==> config.mk <==
export PLATFORM = sky130hd
export DESIGN_NAME = qdec_top
export DESIGN_NICKNAME = d
export VERILOG_FILES = /design/src/rtl/qdec_pkg.sv /design/src/rtl/qdec_top.sv
export SDC_FILE = /design/constraint.sdc
export NUM_CORES = 1
export LEC_CHECK = 0
export BUFFER_PORTS_ARGS = -buffer_cell sky130_fd_sc_hd__clkbuf_2
export CAP_MARGIN = 0
export CORE_ASPECT_RATIO = 0.75
export CORE_MARGIN = 2
export CORE_UTILIZATION = 61
export CTS_CLUSTER_DIAMETER = 40
export DETAILED_ROUTE_END_ITERATION = 8
export PLACE_DENSITY = 0.82
export SYNTH_ARGS = -nofsm -noshare
export SYNTH_HDL_FRONTEND = slang
export SYNTH_SLANG_ARGS = --single-unit
==> constraint.sdc <==
create_clock -name clock_i -period 4.15 [get_ports clock_i]
set_clock_uncertainty 0.1 [all_clocks]
set_input_delay 1.0375 -clock clock_i [delete_from_list [all_inputs] [get_ports clock_i]]
set_output_delay 1.0375 -clock clock_i [all_outputs]
set_load 0.01 [all_outputs]
==> src/rtl/qdec_pkg.sv <==
// Constants, field layouts and carrier types of the quadrature position decoder.
package qdec_pkg;

    // ****************************************
    // Register offsets
    // ****************************************
    localparam logic [15:0] QDEC_SETUP_ADDR = 16'ha070;
    localparam logic [15:0] QDEC_FLAGS_ADDR = 16'ha071;
    localparam logic [15:0] QDEC_CTRL_ADDR = 16'ha072;
    localparam logic [15:0] QDEC_CNT_LO_ADDR = 16'ha074;
    localparam logic [15:0] QDEC_CNT_HI_ADDR = 16'ha075;
    localparam logic [15:0] QDEC_LIM_LO_ADDR = 16'ha076;
    localparam logic [15:0] QDEC_LIM_HI_ADDR = 16'ha077;

    // ****************************************
    // Field positions
    // ****************************************
    localparam int QDEC_SETUP_MODE_LSB = 6;
    localparam int QDEC_SETUP_DIV_LSB = 4;
    localparam int QDEC_SETUP_SWAP_BIT = 3;
    localparam int QDEC_SETUP_FILT_LSB = 0;
    localparam int QDEC_FLAG_DIR_BIT = 7;
    localparam int QDEC_FLAG_FAULT_BIT = 6;
    localparam int QDEC_FLAG_RELOAD_LSB = 4;
    localparam int QDEC_FLAG_LIMIT_BIT = 3;
    localparam int QDEC_FLAG_MARKER_BIT = 2;
    localparam int QDEC_FLAG_WAY_BIT = 1;
    localparam int QDEC_FLAG_STEP_BIT = 0;
    localparam int QDEC_CTRL_LIMIT_IE_BIT = 7;
    localparam int QDEC_CTRL_MARKER_IE_BIT = 6;
    localparam int QDEC_CTRL_WAY_IE_BIT = 5;
    localparam int QDEC_CTRL_STEP_IE_BIT = 4;
    localparam int QDEC_CTRL_FAULT_IE_BIT = 3;
    localparam int QDEC_CTRL_MARKER_EN_BIT = 2;
    localparam int QDEC_CTRL_GATE_LSB = 0;

    // ****************************************
    // Reset values
    // ****************************************
    localparam logic [7:0] QDEC_SETUP_RST = 8'h00;
    localparam logic [7:0] QDEC_CTRL_RST = 8'h00;
    localparam logic [15:0] QDEC_COUNT_RST = 16'h0000;
    localparam logic [15:0] QDEC_LIMIT_RST = 16'h0000;

    // ****************************************
    // Divider masks and filter depth
    // ****************************************
    localparam logic [7:0] QDEC_DIV4_MASK = 8'h03;
    localparam logic [7:0] QDEC_DIV16_MASK = 8'h0f;
    localparam logic [7:0] QDEC_DIV64_MASK = 8'h3f;
    localparam logic [7:0] QDEC_DIV256_MASK = 8'hff;
    localparam int QDEC_FILT_STAGES = 3;

    // ****************************************
    // Types
    // ****************************************
    typedef enum logic [1:0] {QDEC_OFF, QDEC_X1, QDEC_X2, QDEC_X4} qdec_mode_t;
    typedef enum logic [1:0] {QDEC_RLD_NONE, QDEC_RLD_MARKER, QDEC_RLD_LIMIT, QDEC_RLD_BOTH}
        qdec_reload_t;

    typedef struct packed {
        logic fault;
        logic limit;
        logic marker;
        logic way;
        logic step;
    } qdec_evt_t;

    typedef struct packed {
        logic [15:0] addr;
        logic [7:0] wdata;
        logic wr;
        logic rd;
    } qdec_bus_t;

endpackage

==> src/rtl/qdec_top.sv <==
// Quadrature position decoder with register port and capture trigger output.
//
// Chosen here: the address-and-strobe port.
`timescale 1ns/1ps

module qdec_top
    import qdec_pkg::*;
(
    // Clock and reset
    input logic clock_i,
    input logic sys_rst_i,
    // Register port
    input qdec_bus_t bus_i,
    output logic [7:0] rd_data_o,
    // Encoder inputs
    input logic quad_input_a_i,
    input logic quad_input_b_i,
    input logic marker_i,
    // Timer capture link
    input logic decoder_capture_enable_i,
    input logic capture_source_i,
    output logic capture_trigger_o,
    // Status
    output logic irq_request_o,
    output logic direction_o,
    output qdec_evt_t events_o
);

    // ****************************************
    // Registers and nets
    // ****************************************
    logic [7:0] setup_q;
    logic [7:0] ctrl_q;
    logic [1:0] reload_q;
    logic [15:0] limit_q;
    logic [15:0] count_q;
    logic [15:0] count_d;
    logic [15:0] preset_q;
    logic [7:0] pre_q;
    qdec_evt_t flags_q;
    qdec_evt_t evt;
    logic dir_q;
    logic dir_d;
    logic [2:0] raw;
    logic [2:0] filt_q;
    logic prev_a_q;
    logic prev_b_q;
    logic prev_mg_q;
    logic dec_tick;
    logic filt_tick;
    logic [7:0] dec_mask;
    logic [7:0] filt_mask;
    logic [2:0] filt_code;
    qdec_mode_t mode;
    qdec_reload_t policy;
    logic pa;
    logic pb;
    logic chg_a;
    logic chg_b;
    logic step;
    logic up;
    logic mk_gated;
    logic gate_pass;
    logic [15:0] lim15;
    logic wr_flags;
    logic wr_cnt_lo;
    logic wr_cnt_hi;
    logic [7:0] rd_mux;

    assign mode = qdec_mode_t'(setup_q[QDEC_SETUP_MODE_LSB +: 2]);
    assign policy = qdec_reload_t'(reload_q);
    assign filt_code = setup_q[QDEC_SETUP_FILT_LSB +: 3];
    assign wr_flags = bus_i.wr && (bus_i.addr == QDEC_FLAGS_ADDR);
    // Count writes only load the counter while the decoder is off; otherwise only preset_q keeps the byte.
    assign wr_cnt_lo = bus_i.wr && (bus_i.addr == QDEC_CNT_LO_ADDR) && (mode == QDEC_OFF);
    assign wr_cnt_hi = bus_i.wr && (bus_i.addr == QDEC_CNT_HI_ADDR) && (mode == QDEC_OFF);
    assign lim15 = {1'b0, limit_q[14:0]};
    assign direction_o = dir_q;

    // ****************************************
    // Clock prescaler
    // ****************************************
    always_ff @(posedge clock_i) begin
        if (sys_rst_i) begin
            pre_q <= 8'h00;
        end else begin
            pre_q <= pre_q + 8'h01;
        end
    end

    always_comb begin
        unique case (setup_q[QDEC_SETUP_DIV_LSB +: 2])
            2'b00: dec_mask = QDEC_DIV4_MASK;
            2'b01: dec_mask = QDEC_DIV16_MASK;
            2'b10: dec_mask = QDEC_DIV64_MASK;
            2'b11: dec_mask = QDEC_DIV256_MASK;
        endcase
        filt_mask = 8'((9'h001 << filt_code) - 9'h001);
    end

    assign dec_tick = &(pre_q | ~dec_mask);
    assign filt_tick = &(pre_q | ~filt_mask);

    // ****************************************
    // Input de-bounce
    // ****************************************
    assign raw = {marker_i, quad_input_b_i, quad_input_a_i};

    genvar gi;
    generate
        for (gi = 0; gi < 3; gi++) begin : g_filt
            logic [QDEC_FILT_STAGES-2:0] hist_q;
            always_ff @(posedge clock_i) begin
                if (sys_rst_i) begin
                    hist_q <= '0;
                    filt_q[gi] <= 1'b0;
                end else if (filt_code == 3'b000) begin
                    hist_q <= {(QDEC_FILT_STAGES-1){raw[gi]}};
                    filt_q[gi] <= raw[gi];
                end else if (filt_tick) begin
                    hist_q <= {hist_q[QDEC_FILT_STAGES-3:0], raw[gi]};
                    // A level is taken only when three filter samples agree.
                    if ((&{hist_q, raw[gi]}) || !(|{hist_q, raw[gi]})) begin
                        filt_q[gi] <= raw[gi];
                    end
                end
            end
        end
    endgenerate

    // ****************************************
    // Phase decode
    // ****************************************
    assign pa = setup_q[QDEC_SETUP_SWAP_BIT] ? filt_q[1] : filt_q[0];
    assign pb = setup_q[QDEC_SETUP_SWAP_BIT] ? filt_q[0] : filt_q[1];
    assign chg_a = pa ^ prev_a_q;
    assign chg_b = pb ^ prev_b_q;
    assign up = pa ^ prev_b_q;

    always_comb begin
        step = 1'b0;
        unique case (mode)
            QDEC_OFF: step = 1'b0;
            QDEC_X1: step = chg_a && !chg_b && !pb;
            QDEC_X2: step = chg_a && !chg_b;
            QDEC_X4: step = chg_a ^ chg_b;
        endcase
        step = step && dec_tick;
        unique case (ctrl_q[QDEC_CTRL_GATE_LSB +: 2])
            2'b00: gate_pass = 1'b1;
            2'b01: gate_pass = pa;
            2'b10: gate_pass = pb;
            2'b11: gate_pass = pa && pb;
        endcase
        if (mode == QDEC_X1) begin
            gate_pass = 1'b1;
        end
    end

    assign mk_gated = filt_q[2] && ctrl_q[QDEC_CTRL_MARKER_EN_BIT] && gate_pass;

    always_ff @(posedge clock_i) begin
        if (sys_rst_i) begin
            prev_a_q <= 1'b0;
            prev_b_q <= 1'b0;
            prev_mg_q <= 1'b0;
        end else if (dec_tick) begin
            prev_a_q <= pa;
            prev_b_q <= pb;
            prev_mg_q <= mk_gated;
        end
    end

    // ****************************************
    // Events and counter
    // ****************************************
    assign dir_d = step ? up : dir_q;

    always_comb begin
        evt.fault = dec_tick && (mode != QDEC_OFF) && chg_a && chg_b;
        evt.marker = dec_tick && (mode != QDEC_OFF) && mk_gated && !prev_mg_q;
        evt.limit = step && (up ? (count_q == lim15) : (count_q == 16'h0000));
        evt.way = step && (up != dir_q);
        count_d = count_q;
        if (wr_cnt_lo) begin
            count_d = {preset_q[15:8], bus_i.wdata};
        end else if (wr_cnt_hi) begin
            count_d = {bus_i.wdata, preset_q[7:0]};
        end else if (evt.marker && (policy == QDEC_RLD_MARKER || policy == QDEC_RLD_BOTH)) begin
            count_d = dir_d ? 16'h0000 : lim15;
        end else if (evt.limit && (policy == QDEC_RLD_LIMIT || policy == QDEC_RLD_BOTH)) begin
            count_d = up ? 16'h0000 : lim15;
        end else if (step) begin
            // Plain stepping wraps freely through both ends of the range.
            count_d = up ? count_q + 16'h0001 : count_q - 16'h0001;
        end
        evt.step = (mode != QDEC_OFF) && (count_d != count_q);
    end

    always_ff @(posedge clock_i) begin
        if (sys_rst_i) begin
            count_q <= QDEC_COUNT_RST;
            dir_q <= 1'b0;
        end else begin
            count_q <= count_d;
            dir_q <= dir_d;
        end
    end

    // ****************************************
    // Event flags
    // ****************************************
    // A hardware set in the same cycle as a software clear keeps the flag set.
    always_ff @(posedge clock_i) begin
        if (sys_rst_i) begin
            flags_q <= '0;
        end else begin
            flags_q.fault <= evt.fault ||
                (flags_q.fault && !(wr_flags && !bus_i.wdata[QDEC_FLAG_FAULT_BIT]));
            flags_q.limit <= evt.limit ||
                (flags_q.limit && !(wr_flags && !bus_i.wdata[QDEC_FLAG_LIMIT_BIT]));
            flags_q.marker <= evt.marker ||
                (flags_q.marker && !(wr_flags && !bus_i.wdata[QDEC_FLAG_MARKER_BIT]));
            flags_q.way <= evt.way ||
                (flags_q.way && !(wr_flags && !bus_i.wdata[QDEC_FLAG_WAY_BIT]));
            flags_q.step <= evt.step ||
                (flags_q.step && !(wr_flags && !bus_i.wdata[QDEC_FLAG_STEP_BIT]));
        end
    end

    // ****************************************
    // Configuration registers
    // ****************************************
    always_ff @(posedge clock_i) begin
        if (sys_rst_i) begin
            setup_q <= QDEC_SETUP_RST;
            ctrl_q <= QDEC_CTRL_RST;
            reload_q <= 2'b00;
            limit_q <= QDEC_LIMIT_RST;
            preset_q <= QDEC_COUNT_RST;
        end else if (bus_i.wr) begin
            unique case (bus_i.addr)
                QDEC_SETUP_ADDR: setup_q <= bus_i.wdata;
                QDEC_CTRL_ADDR: ctrl_q <= bus_i.wdata;
                QDEC_FLAGS_ADDR: reload_q <= bus_i.wdata[QDEC_FLAG_RELOAD_LSB +: 2];
                QDEC_LIM_LO_ADDR: limit_q[7:0] <= bus_i.wdata;
                QDEC_LIM_HI_ADDR: limit_q[15:8] <= bus_i.wdata;
                QDEC_CNT_LO_ADDR: preset_q[7:0] <= bus_i.wdata;
                QDEC_CNT_HI_ADDR: preset_q[15:8] <= bus_i.wdata;
                default: ;
            endcase
        end
    end

    // ****************************************
    // Read port and outputs
    // ****************************************
    always_comb begin
        unique case (bus_i.addr)
            QDEC_SETUP_ADDR: rd_mux = setup_q;
            QDEC_FLAGS_ADDR: rd_mux = {dir_q, flags_q.fault, reload_q, flags_q.limit,
                flags_q.marker, flags_q.way, flags_q.step};
            QDEC_CTRL_ADDR: rd_mux = ctrl_q;
            QDEC_CNT_LO_ADDR: rd_mux = count_q[7:0];
            QDEC_CNT_HI_ADDR: rd_mux = count_q[15:8];
            QDEC_LIM_LO_ADDR: rd_mux = limit_q[7:0];
            QDEC_LIM_HI_ADDR: rd_mux = limit_q[15:8];
            default: rd_mux = 8'h00;
        endcase
    end

    always_ff @(posedge clock_i) begin
        if (sys_rst_i) begin
            rd_data_o <= 8'h00;
            irq_request_o <= 1'b0;
            capture_trigger_o <= 1'b0;
            events_o <= '0;
        end else begin
            rd_data_o <= bus_i.rd ? rd_mux : 8'h00;
            irq_request_o <= (flags_q.limit && ctrl_q[QDEC_CTRL_LIMIT_IE_BIT]) ||
                (flags_q.marker && ctrl_q[QDEC_CTRL_MARKER_IE_BIT]) ||
                (flags_q.way && ctrl_q[QDEC_CTRL_WAY_IE_BIT]) ||
                (flags_q.step && ctrl_q[QDEC_CTRL_STEP_IE_BIT]) ||
                (flags_q.fault && ctrl_q[QDEC_CTRL_FAULT_IE_BIT]);
            capture_trigger_o <= decoder_capture_enable_i &&
                (capture_source_i ? evt.limit : evt.marker);
            events_o <= evt;
        end
    end
endmodule // qdec_top

* Word-level counts from Yosys, hierarchy flattened
Cells that the tools add are included.
** Storage, ports and cells
- Bits in registers :: 107
- Bits in writable memories :: 0
- Output and inout port bits :: 16
- Word-level logic and storage cells :: 197
- Input port bits :: 33
- Bits in latches :: 0
- Memory bits (read-only) :: 0
- Memories :: 0
** Cells by class
- $lt $le $gt $ge :: 0
- Multiplexer cells :: 33
- Multiply operators :: 0
- Add/sub/neg operators :: 4
- Divide/modulo/power cells :: 0
- Eq/ne operators :: 22
- Reductions and logical operators :: 96
- Shift operators :: 1
- Bitwise gates (word level) :: 9
** Operators by type and width (number)
- $eq 16x16->1 const B :: 7
- $mux 16 :: 6
- $pmux 8 s7 :: 1
- $logic_and 1x1->1 :: 37
- $pmux 8 s4 :: 1
- $mux 15 :: 2
- $reduce_and 2->1 :: 10
- $add 16x1->16 const B :: 1
- $eq 16x15->1 :: 1
- $eq 2x2->1 const B :: 8
- $logic_not 1->1 :: 16
- $logic_not 16->1 :: 1
- $ne 16x16->1 :: 1
- $not 8->8 :: 2
- $or 8x8->8 :: 2
- $reduce_and 8->1 :: 2
- $sub 16x1->16 const B :: 1
- $mux 1 :: 15
- $logic_or 1x1->1 :: 14
- $mux 2 :: 6
- $reduce_bool 2->1 :: 5
- $reduce_and 3->1 :: 3
- $reduce_or 3->1 :: 3
- $add 8x1->8 const B :: 1
- other kinds (10) :: 19

* Longest topological paths before layout
Gate-level depths: netlist (run 1).
- Word-level depth :: 16
- Gate-level depth with buffers :: 16
- Mapped depth without buffers :: 14

* Least setup slack after synthesis (run 1)
OpenSTA, ideal clock, no wires.
- Path type :: reg-to-reg
- From :: register setup_q[3]
- To :: register events_o[0] (netlist bit)
- Path buffers :: 2
- Period minus slack after synthesis :: 3.673 ns
- Cell stages (with the launch flop) :: 16
- Arrival time :: 3.436 ns
- Data required time :: 3.913 ns
- Setup time :: 0.137 ns
- Path slack :: 0.477 ns
- Cell sequence :: dfxtp_1 > buf_6 > mux2i_4 > xnor2_2 > clkbuf_1 > xnor2_1 > ha_1 > or4_1 > or3_1 > a21oi_1 > xnor2_1 > o21a_1 > a21oi_1 > and3b_1 > nor4_1 > a211oi_1
** On the way
- Longest elaborated chain between the ends :: 15
- Elaborated cells between the ends (all ways) :: 33
- Those cells by class :: eq/ne (1); mux (15); bitwise (4); reduce/logical (13)
** Ends and longest elaborated chain
- from (decl) :: line qdec_top.sv:32 : logic [7:0] setup_q;
- from (signal assigned) :: line qdec_top.sv:243 : QDEC_SETUP_ADDR: setup_q <= bus_i.wdata;
- $mux 1 :: line qdec_top.sv:135 : assign pb = setup_q[QDEC_SETUP_SWAP_BIT] ? filt_q[0] : filt_q[1];
- $xor 1x1->1 :: line qdec_top.sv:137 : assign chg_b = pb ^ prev_b_q;
- $logic_not 1->1 :: line qdec_top.sv:144, qdec_top.sv:145
- $logic_and 1x1->1 :: line qdec_top.sv:144, qdec_top.sv:145
- $logic_and 1x1->1 :: line qdec_top.sv:144 : QDEC_X1: step = chg_a && !chg_b && !pb;
- $pmux 1 s4 :: line qdec_top.sv:142 : unique case (mode)
- $logic_and 1x1->1 :: line qdec_top.sv:148 : step = step && dec_tick;
- $logic_and 1x1->1 :: line qdec_top.sv:182 : evt.limit = step && (up ? (count_q == lim15) : (count_q == 16'h0000));
- $logic_and 1x1->1 :: line qdec_top.sv:191 : end else if (evt.limit && (policy == QDEC_RLD_LIMIT || policy == QDEC_RLD_BOTH)) begin
- $mux 16 :: line qdec_top.sv:191
- $mux 16 (*) :: line qdec_top.sv:189 : end else if (evt.marker && (policy == QDEC_RLD_MARKER || policy == QDEC_RLD_BOTH)) begin
- $mux 16 (*) :: line qdec_top.sv:187 : end else if (wr_cnt_hi) begin
- $mux 16 (*) :: line qdec_top.sv:185 : if (wr_cnt_lo) begin
- $ne 16x16->1 (*) :: line qdec_top.sv:197 : evt.step = (mode != QDEC_OFF) && (count_d != count_q);
- $logic_and 1x1->1 (*) :: line qdec_top.sv:197
- to (signal assigned) :: line qdec_top.sv:287 : events_o <= evt;
- to (decl) :: line qdec_top.sv:26 : output qdec_evt_t events_o
Mark *: on every way between the ends. The rest lies on a longest branch, timed or not.
A chain may end at the register's enable or synchronous reset.

* Final worst setup path (run 1)
Same ends and word-level chain as after synthesis.

==> results of run 1 <==
final cells by class:
class                           instances  share of cell area
Clock buffer                            9              0.0301
Inverter                               22              0.0110
Multi-Input combinational cell        650               0.557
Sequential cell                       107               0.287
Tap cell                              136              0.0227
Clock inverter                          7              0.0125
Timing Repair Buffer                   96              0.0803
logic make-up (layout without fill, tap and decap cells):
| family | Yosys count | after routing | share of synthesized area |
|---|---|---|---|
| flip-flops | 107 | 107 | 0.324 |
| multiplexers | 53 | 53 | 0.0834 |
| buffers and inverters | 87 | 134 | 0.0539 |
| adder cells (fa/ha/maj) | 3 | 3 | 0.00568 |
| AND/OR/NAND/NOR | 338 | 338 | 0.250 |
| XOR/XNOR | 45 | 45 | 0.0607 |
| AO/OA/AOI/OAI | 211 | 211 | 0.223 |
timing repair:
| action | CTS | global route |
|---|---|---|
| setup endpoints to repair | 2 | 2 |
| resized for setup | 1 | 9 |
| buffers inserted | 0 | 0 |
critical path, cell delays in order (launching register included):
cell       delay [ns]
dfxtp_2          0.45
mux2i_2          0.32
xor2_1           0.15
ha_1             0.25
or2_2            0.30
a32o_1           0.29
a31oi_2          0.25
nor4_1           0.08
buf_4            0.19
a31o_4           0.28
a21oi_1          0.43
mux2i_1          0.26
o2111ai_1        0.14
nor4_2           0.20
a211oi_1         0.12
synth_stat cells (all sizes together), types with 18 or more instances:
cell    instances  area share
nor2          114       0.065
dfxtp         107        0.32
nand2          68       0.039
a21oi          67       0.051
clkbuf         54       0.031
mux2i          46       0.072
nand3          42       0.032
o21ai          28       0.021
xnor2          23       0.032
inv            22       0.012
xor2           22       0.029
nor4           21       0.022
a222oi         18       0.027
nor3           18       0.015
worst max path at each step:
stage	start	to	slack, ns	cells after the start
floorplan	setup_q[3]	events_o[0]	0.48	15
global placement	setup_q[3]	events_o[0]	0.11	13
detailed placement	setup_q[3]	events_o[0]	-0.02	13
CTS	setup_q[3]	events_o[0]	0.03	14
global route	setup_q[3]	events_o[0]	0.02	14
finish	setup_q[3]	events_o[0]	0.18	14
metrics by stage:
| step | setup TNS (ns) | setup WS (ns) |
|---|---|---|
| after global routing | 0 | 0.0188 |
| after floorplan | 0 | 0.477 |
| final | 0 | 0.176 |
| after detailed placement | -0.0178 | -0.0178 |
| after CTS | 0 | 0.0268 |
| after global placement | 0 | 0.110 |
power by group:
group | internal (mW) | switching [mW] | total [mW]
combinational | 0.0435 | 0.0922 | 0.136
clock | 0.443 | 0.469 | 0.913
sequential | 1.03 | 0.00866 | 1.04
total | 1.52 | 0.570 | 2.09
registers in the layout, indices dropped and copies added (netlist names), 3 cells and up:
| signal | cells |
|---|---|
| count_q | 16 |
| setup_q | 8 |
| flags_q | 5 |
| preset_q | 16 |
| events_o | 5 |
| g_filt.hist_q | 6 |
| rd_data_o | 8 |
| pre_q | 8 |
| limit_q | 16 |
| filt_q | 3 |
| ctrl_q | 8 |
per-layer routing:
| metal | vias to the layer above | track usage | share of wire |
|---|---|---|---|
| met5 | - | 0 | 0 |
| met1 | 3343 | 0.604 | 0.40 |
| met2 | 676 | 0.602 | 0.39 |
| met4 | 0 | 0.121 | 0.035 |
| li1 | 3164 | - | - |
| met3 | 96 | 0.157 | 0.18 |
==> impl_results.md, run 1 <==
* CP Class: reg2reg
* Clock Tree Root: clkbuf_16
* Power per Cell Area at 279 nW/um2
* Peak Freq at 252 MHz
* Iteration count of the initial detailed-routing pass at 9
* CTS Hold Bufs at 0
* Antenna diodes at 0
* WL/cell at around 24 um
* Antenna violations before repair at 0
* Fillcell total at around 830
* Least-Margin Pin Slew at 1.07 ns
* Placer Congestion at between 1 and 1.5
* First-pass GRT wire length at 38600 um
* PortBufs at 48
* Cell area after layout at 7480 um2
* Post-synthesis net count at 880
* Grt ovf at 0
* Sequential area share after synthesis at 0.324
* Fin crit share at 0.958
* Hold Startpoint: limit_q[15]
* Util after Layout at 0.719
* Worst VDD drop at around 0.20 mV
* Period minus WS final at 3.97 ns
* GR Util All Layers at 0.426
* Cell count after placement at between 1000 and 1500
* CP arrival at 4.07 ns
* Clk slew on worst S/H paths at 0.08 ns
* WHS Path Cells at 2
* RSZ-0062 raised after global routing: false
* Die width at 124 um
* Via/cell ratio at 7.09
* Max Fanout on Critical Path at 12
* Post-synthesis register bit count at 107
* Flop2flop setup slack at 0.18 ns
* Area of the mapped netlist at around 6600 um2
* Hold EP: limit_q[15]
* Share of post-route cells with drive strength above 1 at 0.172
* Total number of vias at 7279
* Max clock buf depth at 2
* CTS tree: yes
* Final setup vio count at 0
* R2r endpoint: events_o[0]
* Yosys cell types at 77
* Die Y at 94.2 um
* Core box area at approximately 10000 um2
* Hold_ws at 0.370 ns
* Multi-input gate area at 4170 um2
* DP HPWL at 18300 um
* Pin count of the biggest net entering global routing at 92
* Ys async rst share at 0
* Final hold vios at 0
* R2R Path Start: setup_q[3]
* Finished Layout Cells at a little over 1000
* IO Pins at 49
* Worst EP required at 4.24 ns
* Worst Hold Class: reg2reg
* Drt total wl at 25000 um
* Placed inst area at 7110 um2
* Yosys warnings at 0
* Initial Utilization at 0.635
* Final Net Count at roughly 920
* Initial drt markers at 1547
* Drt drc at 0
* Crit end category: register
* Max Slew Vio Count at 0
* H-tree Lvls at 3
* Detail Route Antenna Nets at 0
* Status: complete, no violations
* Synth Instances at 844
* Leak at 3.08 nW
* Worst-Skew Late Latency at 0.36 ns
* Max-Cap Viols at 0
* Vias in the first global route at 6652
* EDFF count, synth at 0
* Clk sinks at 107
* Register-to-Register Path Depth at 14
* CP startpoint kind: register
* Die area at 11700 um2
* Post-Syn Area per Cell at 7.84 um2
* Register area at approximately 2100 um2
* Pwr Total at 2.09 mW
* Syn-to-layout area delta at 13.1%
* Most common cell after layout, fill and taps aside: nor2_1
* Rel. slew slack at 0.282
* Most frequent cells in the layout: nor2_1 (114), dfxtp_1 (106), nand2_1 (67)
* # rows at 32
* Num CTS Buffers at 9
* Ys flop type: dfxtp_1
Note: power is estimated with default switching activity, not from simulation.
==> inputs of run 2 (changes only) <==
--- a/config.mk
+++ b/config.mk
@@ -5,14 +5,14 @@
 export SDC_FILE = /design/constraint.sdc
 export NUM_CORES = 1
 export LEC_CHECK = 0
+export ABC_AREA = 1
 export BUFFER_PORTS_ARGS = -buffer_cell sky130_fd_sc_hd__clkbuf_2
 export CAP_MARGIN = 0
-export CORE_ASPECT_RATIO = 0.75
 export CORE_MARGIN = 2
-export CORE_UTILIZATION = 61
+export CORE_UTILIZATION = 45
 export CTS_CLUSTER_DIAMETER = 40
 export DETAILED_ROUTE_END_ITERATION = 8
-export PLACE_DENSITY = 0.82
+export PLACE_DENSITY = 0.63
 export SYNTH_ARGS = -nofsm -noshare
 export SYNTH_HDL_FRONTEND = slang
 export SYNTH_SLANG_ARGS = --single-unit
==> impl_results.md, run 2 <==
* Status: complete, no violations (unchanged)
* Least-Margin Pin Slew at 0.802 ns (was 1.07 ns)
* Crit end category: register (unchanged)
* Drt total wl at 23900 um (was 25000 um)
* GR Util met1 at 0.446 (was 0.604)
* PortBufs at 48 (unchanged)
* CTS tree: yes (unchanged)
* Antenna violations before repair at 0 (unchanged)
* Grt met2 use at 0.422 (was 0.602)
* First-pass GRT wire length at 36800 um (was 38600 um)
* Crit-path max cell delay at 0.49 ns (was 0.45 ns)
* Critical path origin: setup_q[3] (unchanged)
* Pin count of the biggest net entering global routing at 47 (was 92)
* Clock Tree Root: clkbuf_16 (unchanged)
* Initial drt markers at 918 (was 1547)
* Die area at 16700 um2 (was 11700 um2)
* Top post-synthesis cells by area: dfxtp_1 (30%), nand2_1 (18%), inv_1 (8.1%) (was dfxtp_1 (32%), mux2i_1 (6.8%), nor2_1 (6.5%))
* Share of post-route cells with drive strength above 1 at 0.0889 (was 0.172)
* WL/cell at 16.7 um (was 24.3 um)
* DP HPWL at 18600 um (was 18300 um)
* Clk slew on worst S/H paths at 0.08 ns (about the same)
* R2R Path Start: setup_q[3] (unchanged)
* Grt ovf at 0 (unchanged)
* Clk sinks at 107 (unchanged)
* Largest registers: count_q x16, limit_q x16, preset_q x16 (unchanged)
* Worst Hold Class: reg2reg (unchanged)
* Ys flop type: dfxtp_1 (unchanged)
* Ys async rst share at 0 (unchanged)
* Iteration count of the initial detailed-routing pass at 5 (was 9)
* Post-synth top area share at 0.303 (was 0.324)
* Peak Freq at 269 MHz (was 252 MHz)
* Drt drc at 0 (unchanged)
* # rows at 45 (was 32)
* CP arrival at 3.87 ns (was 4.07 ns)
* H-tree Lvls at 3 (unchanged)
* Antenna diodes at 0 (unchanged)
* Sequential area share after synthesis at 0.303 (was 0.324)
* Yosys cell types at 46 (was 77)
* RSZ-0062 raised after global routing: false (unchanged)
* Die width at 129 um (was 124 um)
* Leak at 3.50 nW (was 3.08 nW)
* Critical path's slowest cell: dfxtp_1 (was dfxtp_2)
* Final hold vios at 0 (unchanged)
* Detail Route Antenna Nets at 0 (unchanged)
* Area of the mapped netlist at 7060 um2 (was 6610 um2)
* Power per Cell Area at 273 nW/um2 (was 279 nW/um2)
* Max Fanout on Critical Path at 14 (was 12)
* Post-synthesis net count at 1214 (was 880)
* Post-CTS Repair Setup Buffers at 0 (unchanged)
* Post-Place Worst Slack at 0.171 ns (was -0.0178 ns)
* Most frequent cells in the layout: nand2_1 (330), inv_1 (153), nor2_1 (109) (was nor2_1 (114), dfxtp_1 (106), nand2_1 (67))
* Synth Instances at 1178 (was 844)
* Max-Cap Viols at 0 (unchanged)
* Rel. slew slack at 0.461 (was 0.282)
* Post-route worst setup slack at 0.427 ns (was 0.176 ns)
* EDFF count, synth at 0 (unchanged)
* Period minus WS final at 3.72 ns (was 3.97 ns)
* Syn-to-layout area delta at 10.1% (was 13.1%)
* IO Pins at 49 (unchanged)
* Initial Utilization at 0.463 (was 0.635)
* Num CTS Buffers at 9 (unchanged)
* GR Util All Layers at 0.287 (was 0.426)
* Critical Path Most Common Cell: nand2_1
* GR peak layer: met1 (unchanged)
* Fin crit share at 0.897 (was 0.958)
* Post-synth top area cell: dfxtp_1 (unchanged)
* CP startpoint kind: register (unchanged)
* Hold Startpoint: pre_q[7] (was limit_q[15])
* Core box area at 15300 um2 (was 10400 um2)
* Via/cell ratio at 5.45 (was 7.09)
* Commonest cells post-synth: nand2_1 (330), inv_1 (153), nor2_1 (110) (was nor2_1 (114), dfxtp_1 (107), a21oi_1 (67), nand2_1 (67), clkbuf_1 (54))
* Total number of vias at 7766 (was 7279)
* Worst VDD drop at 0.234 mV (was 0.197 mV)
* CTS Hold Bufs at 0 (unchanged)
* Die Y at 129 um (was 94.2 um)
* Worst EP required at 4.30 ns (was 4.24 ns)
* Final Net Count at 1246 (was 922)
* Worst-Skew Late Latency at 0.36 ns (about the same)
* Vias in the first global route at 6635 (was 6652)
* Setup TNS at 0 ns (unchanged)
* Post-CTS Resized at 0 (was 1)
* Final setup vio count at 0 (unchanged)
* Post-synthesis register bit count at 107 (unchanged)
* GR Util met3 at 0.0285 (was 0.157)
* Post-Syn Area per Cell at 6.00 um2 (was 7.84 um2)
* Most frequent cell after synthesis: nand2_1 (was nor2_1)
* Most common cell after layout, fill and taps aside: nand2_1 (was nor2_1)
* Yosys warnings at 0 (unchanged)
* Max clock buf depth at 2 (unchanged)
* Placer Congestion at 1.01 (was 1.10)
* Max Slew Vio Count at 0 (unchanged)
* CP Class: reg2reg (unchanged)
-- run 2: cell families (layout without fill, tap and decap cells) --
family,Yosys count,after routing,share of synthesized area
AND/OR/NAND/NOR,598,598,0.363
AO/OA/AOI/OAI,254,254,0.199
buffers and inverters,204,241,0.114
flip-flops,107,107,0.303
XOR/XNOR,12,12,0.0149
adder cells (fa/ha/maj),3,3,0.00531
-- run 2: cell type report --
type | instances | area, um2
fillers | 1616 | 7480
multi-input cells | 867 | 4120
flip-flops and latches | 107 | 2140
inverters | 165 | 622
repair buffers | 60 | 330
well taps | 211 | 264
clock buffers | 10 | 239
clock inverters | 6 | 66.3
-- run 2: worst max-delay path, delay by kind of cell (launching register included) --
kind / cells / cell delay (ns)
fa+ha+maj: 1 / 0.14
compound gates: 1 / 0.31
flops: 1 / 0.49
simple gates: 23 / 2.32
buf+inv: 3 / 0.24
-- run 2: through the flow --
step	instances	instance area [um2]	hold slack, ns	utilization	power [mW]
2_1_floorplan	1178	7060	0.324	-	1.20
3_3_place_gp	1410	7470	0.341	0.490	1.26
3_5_place_dp	1410	7470	0.342	0.490	1.26
4_1_cts	1426	7780	0.353	0.510	2.14
5_1_grt	1426	7780	0.378	0.510	2.20
6_report	1426	7780	0.349	0.510	2.12
-- run 2: final timing paths --
kind                            slack (ns)  cells after the start          to
worst max-delay path                  0.43                     28  flags_q[0]
worst min-delay path                  0.35                      2    pre_q[7]
worst max register to register        0.43                     28  flags_q[0]
worst min register to register        0.35                      2    pre_q[7]
-- run 2: where the power goes --
part | leakage [nW] | internal [mW] | total, mW | switching [mW]
combinational | 2.48 | 0.0575 | 0.198 | 0.141
clock | 0.147 | 0.443 | 0.881 | 0.437
sequential | 0.865 | 1.03 | 1.04 | 0.00787
-- run 2: per-layer routing --
layer,vias up,part of all wire
met4,0,0.016
met5,-,0
met2,321,0.42
met1,3491,0.49
li1,3925,-
met3,29,0.074
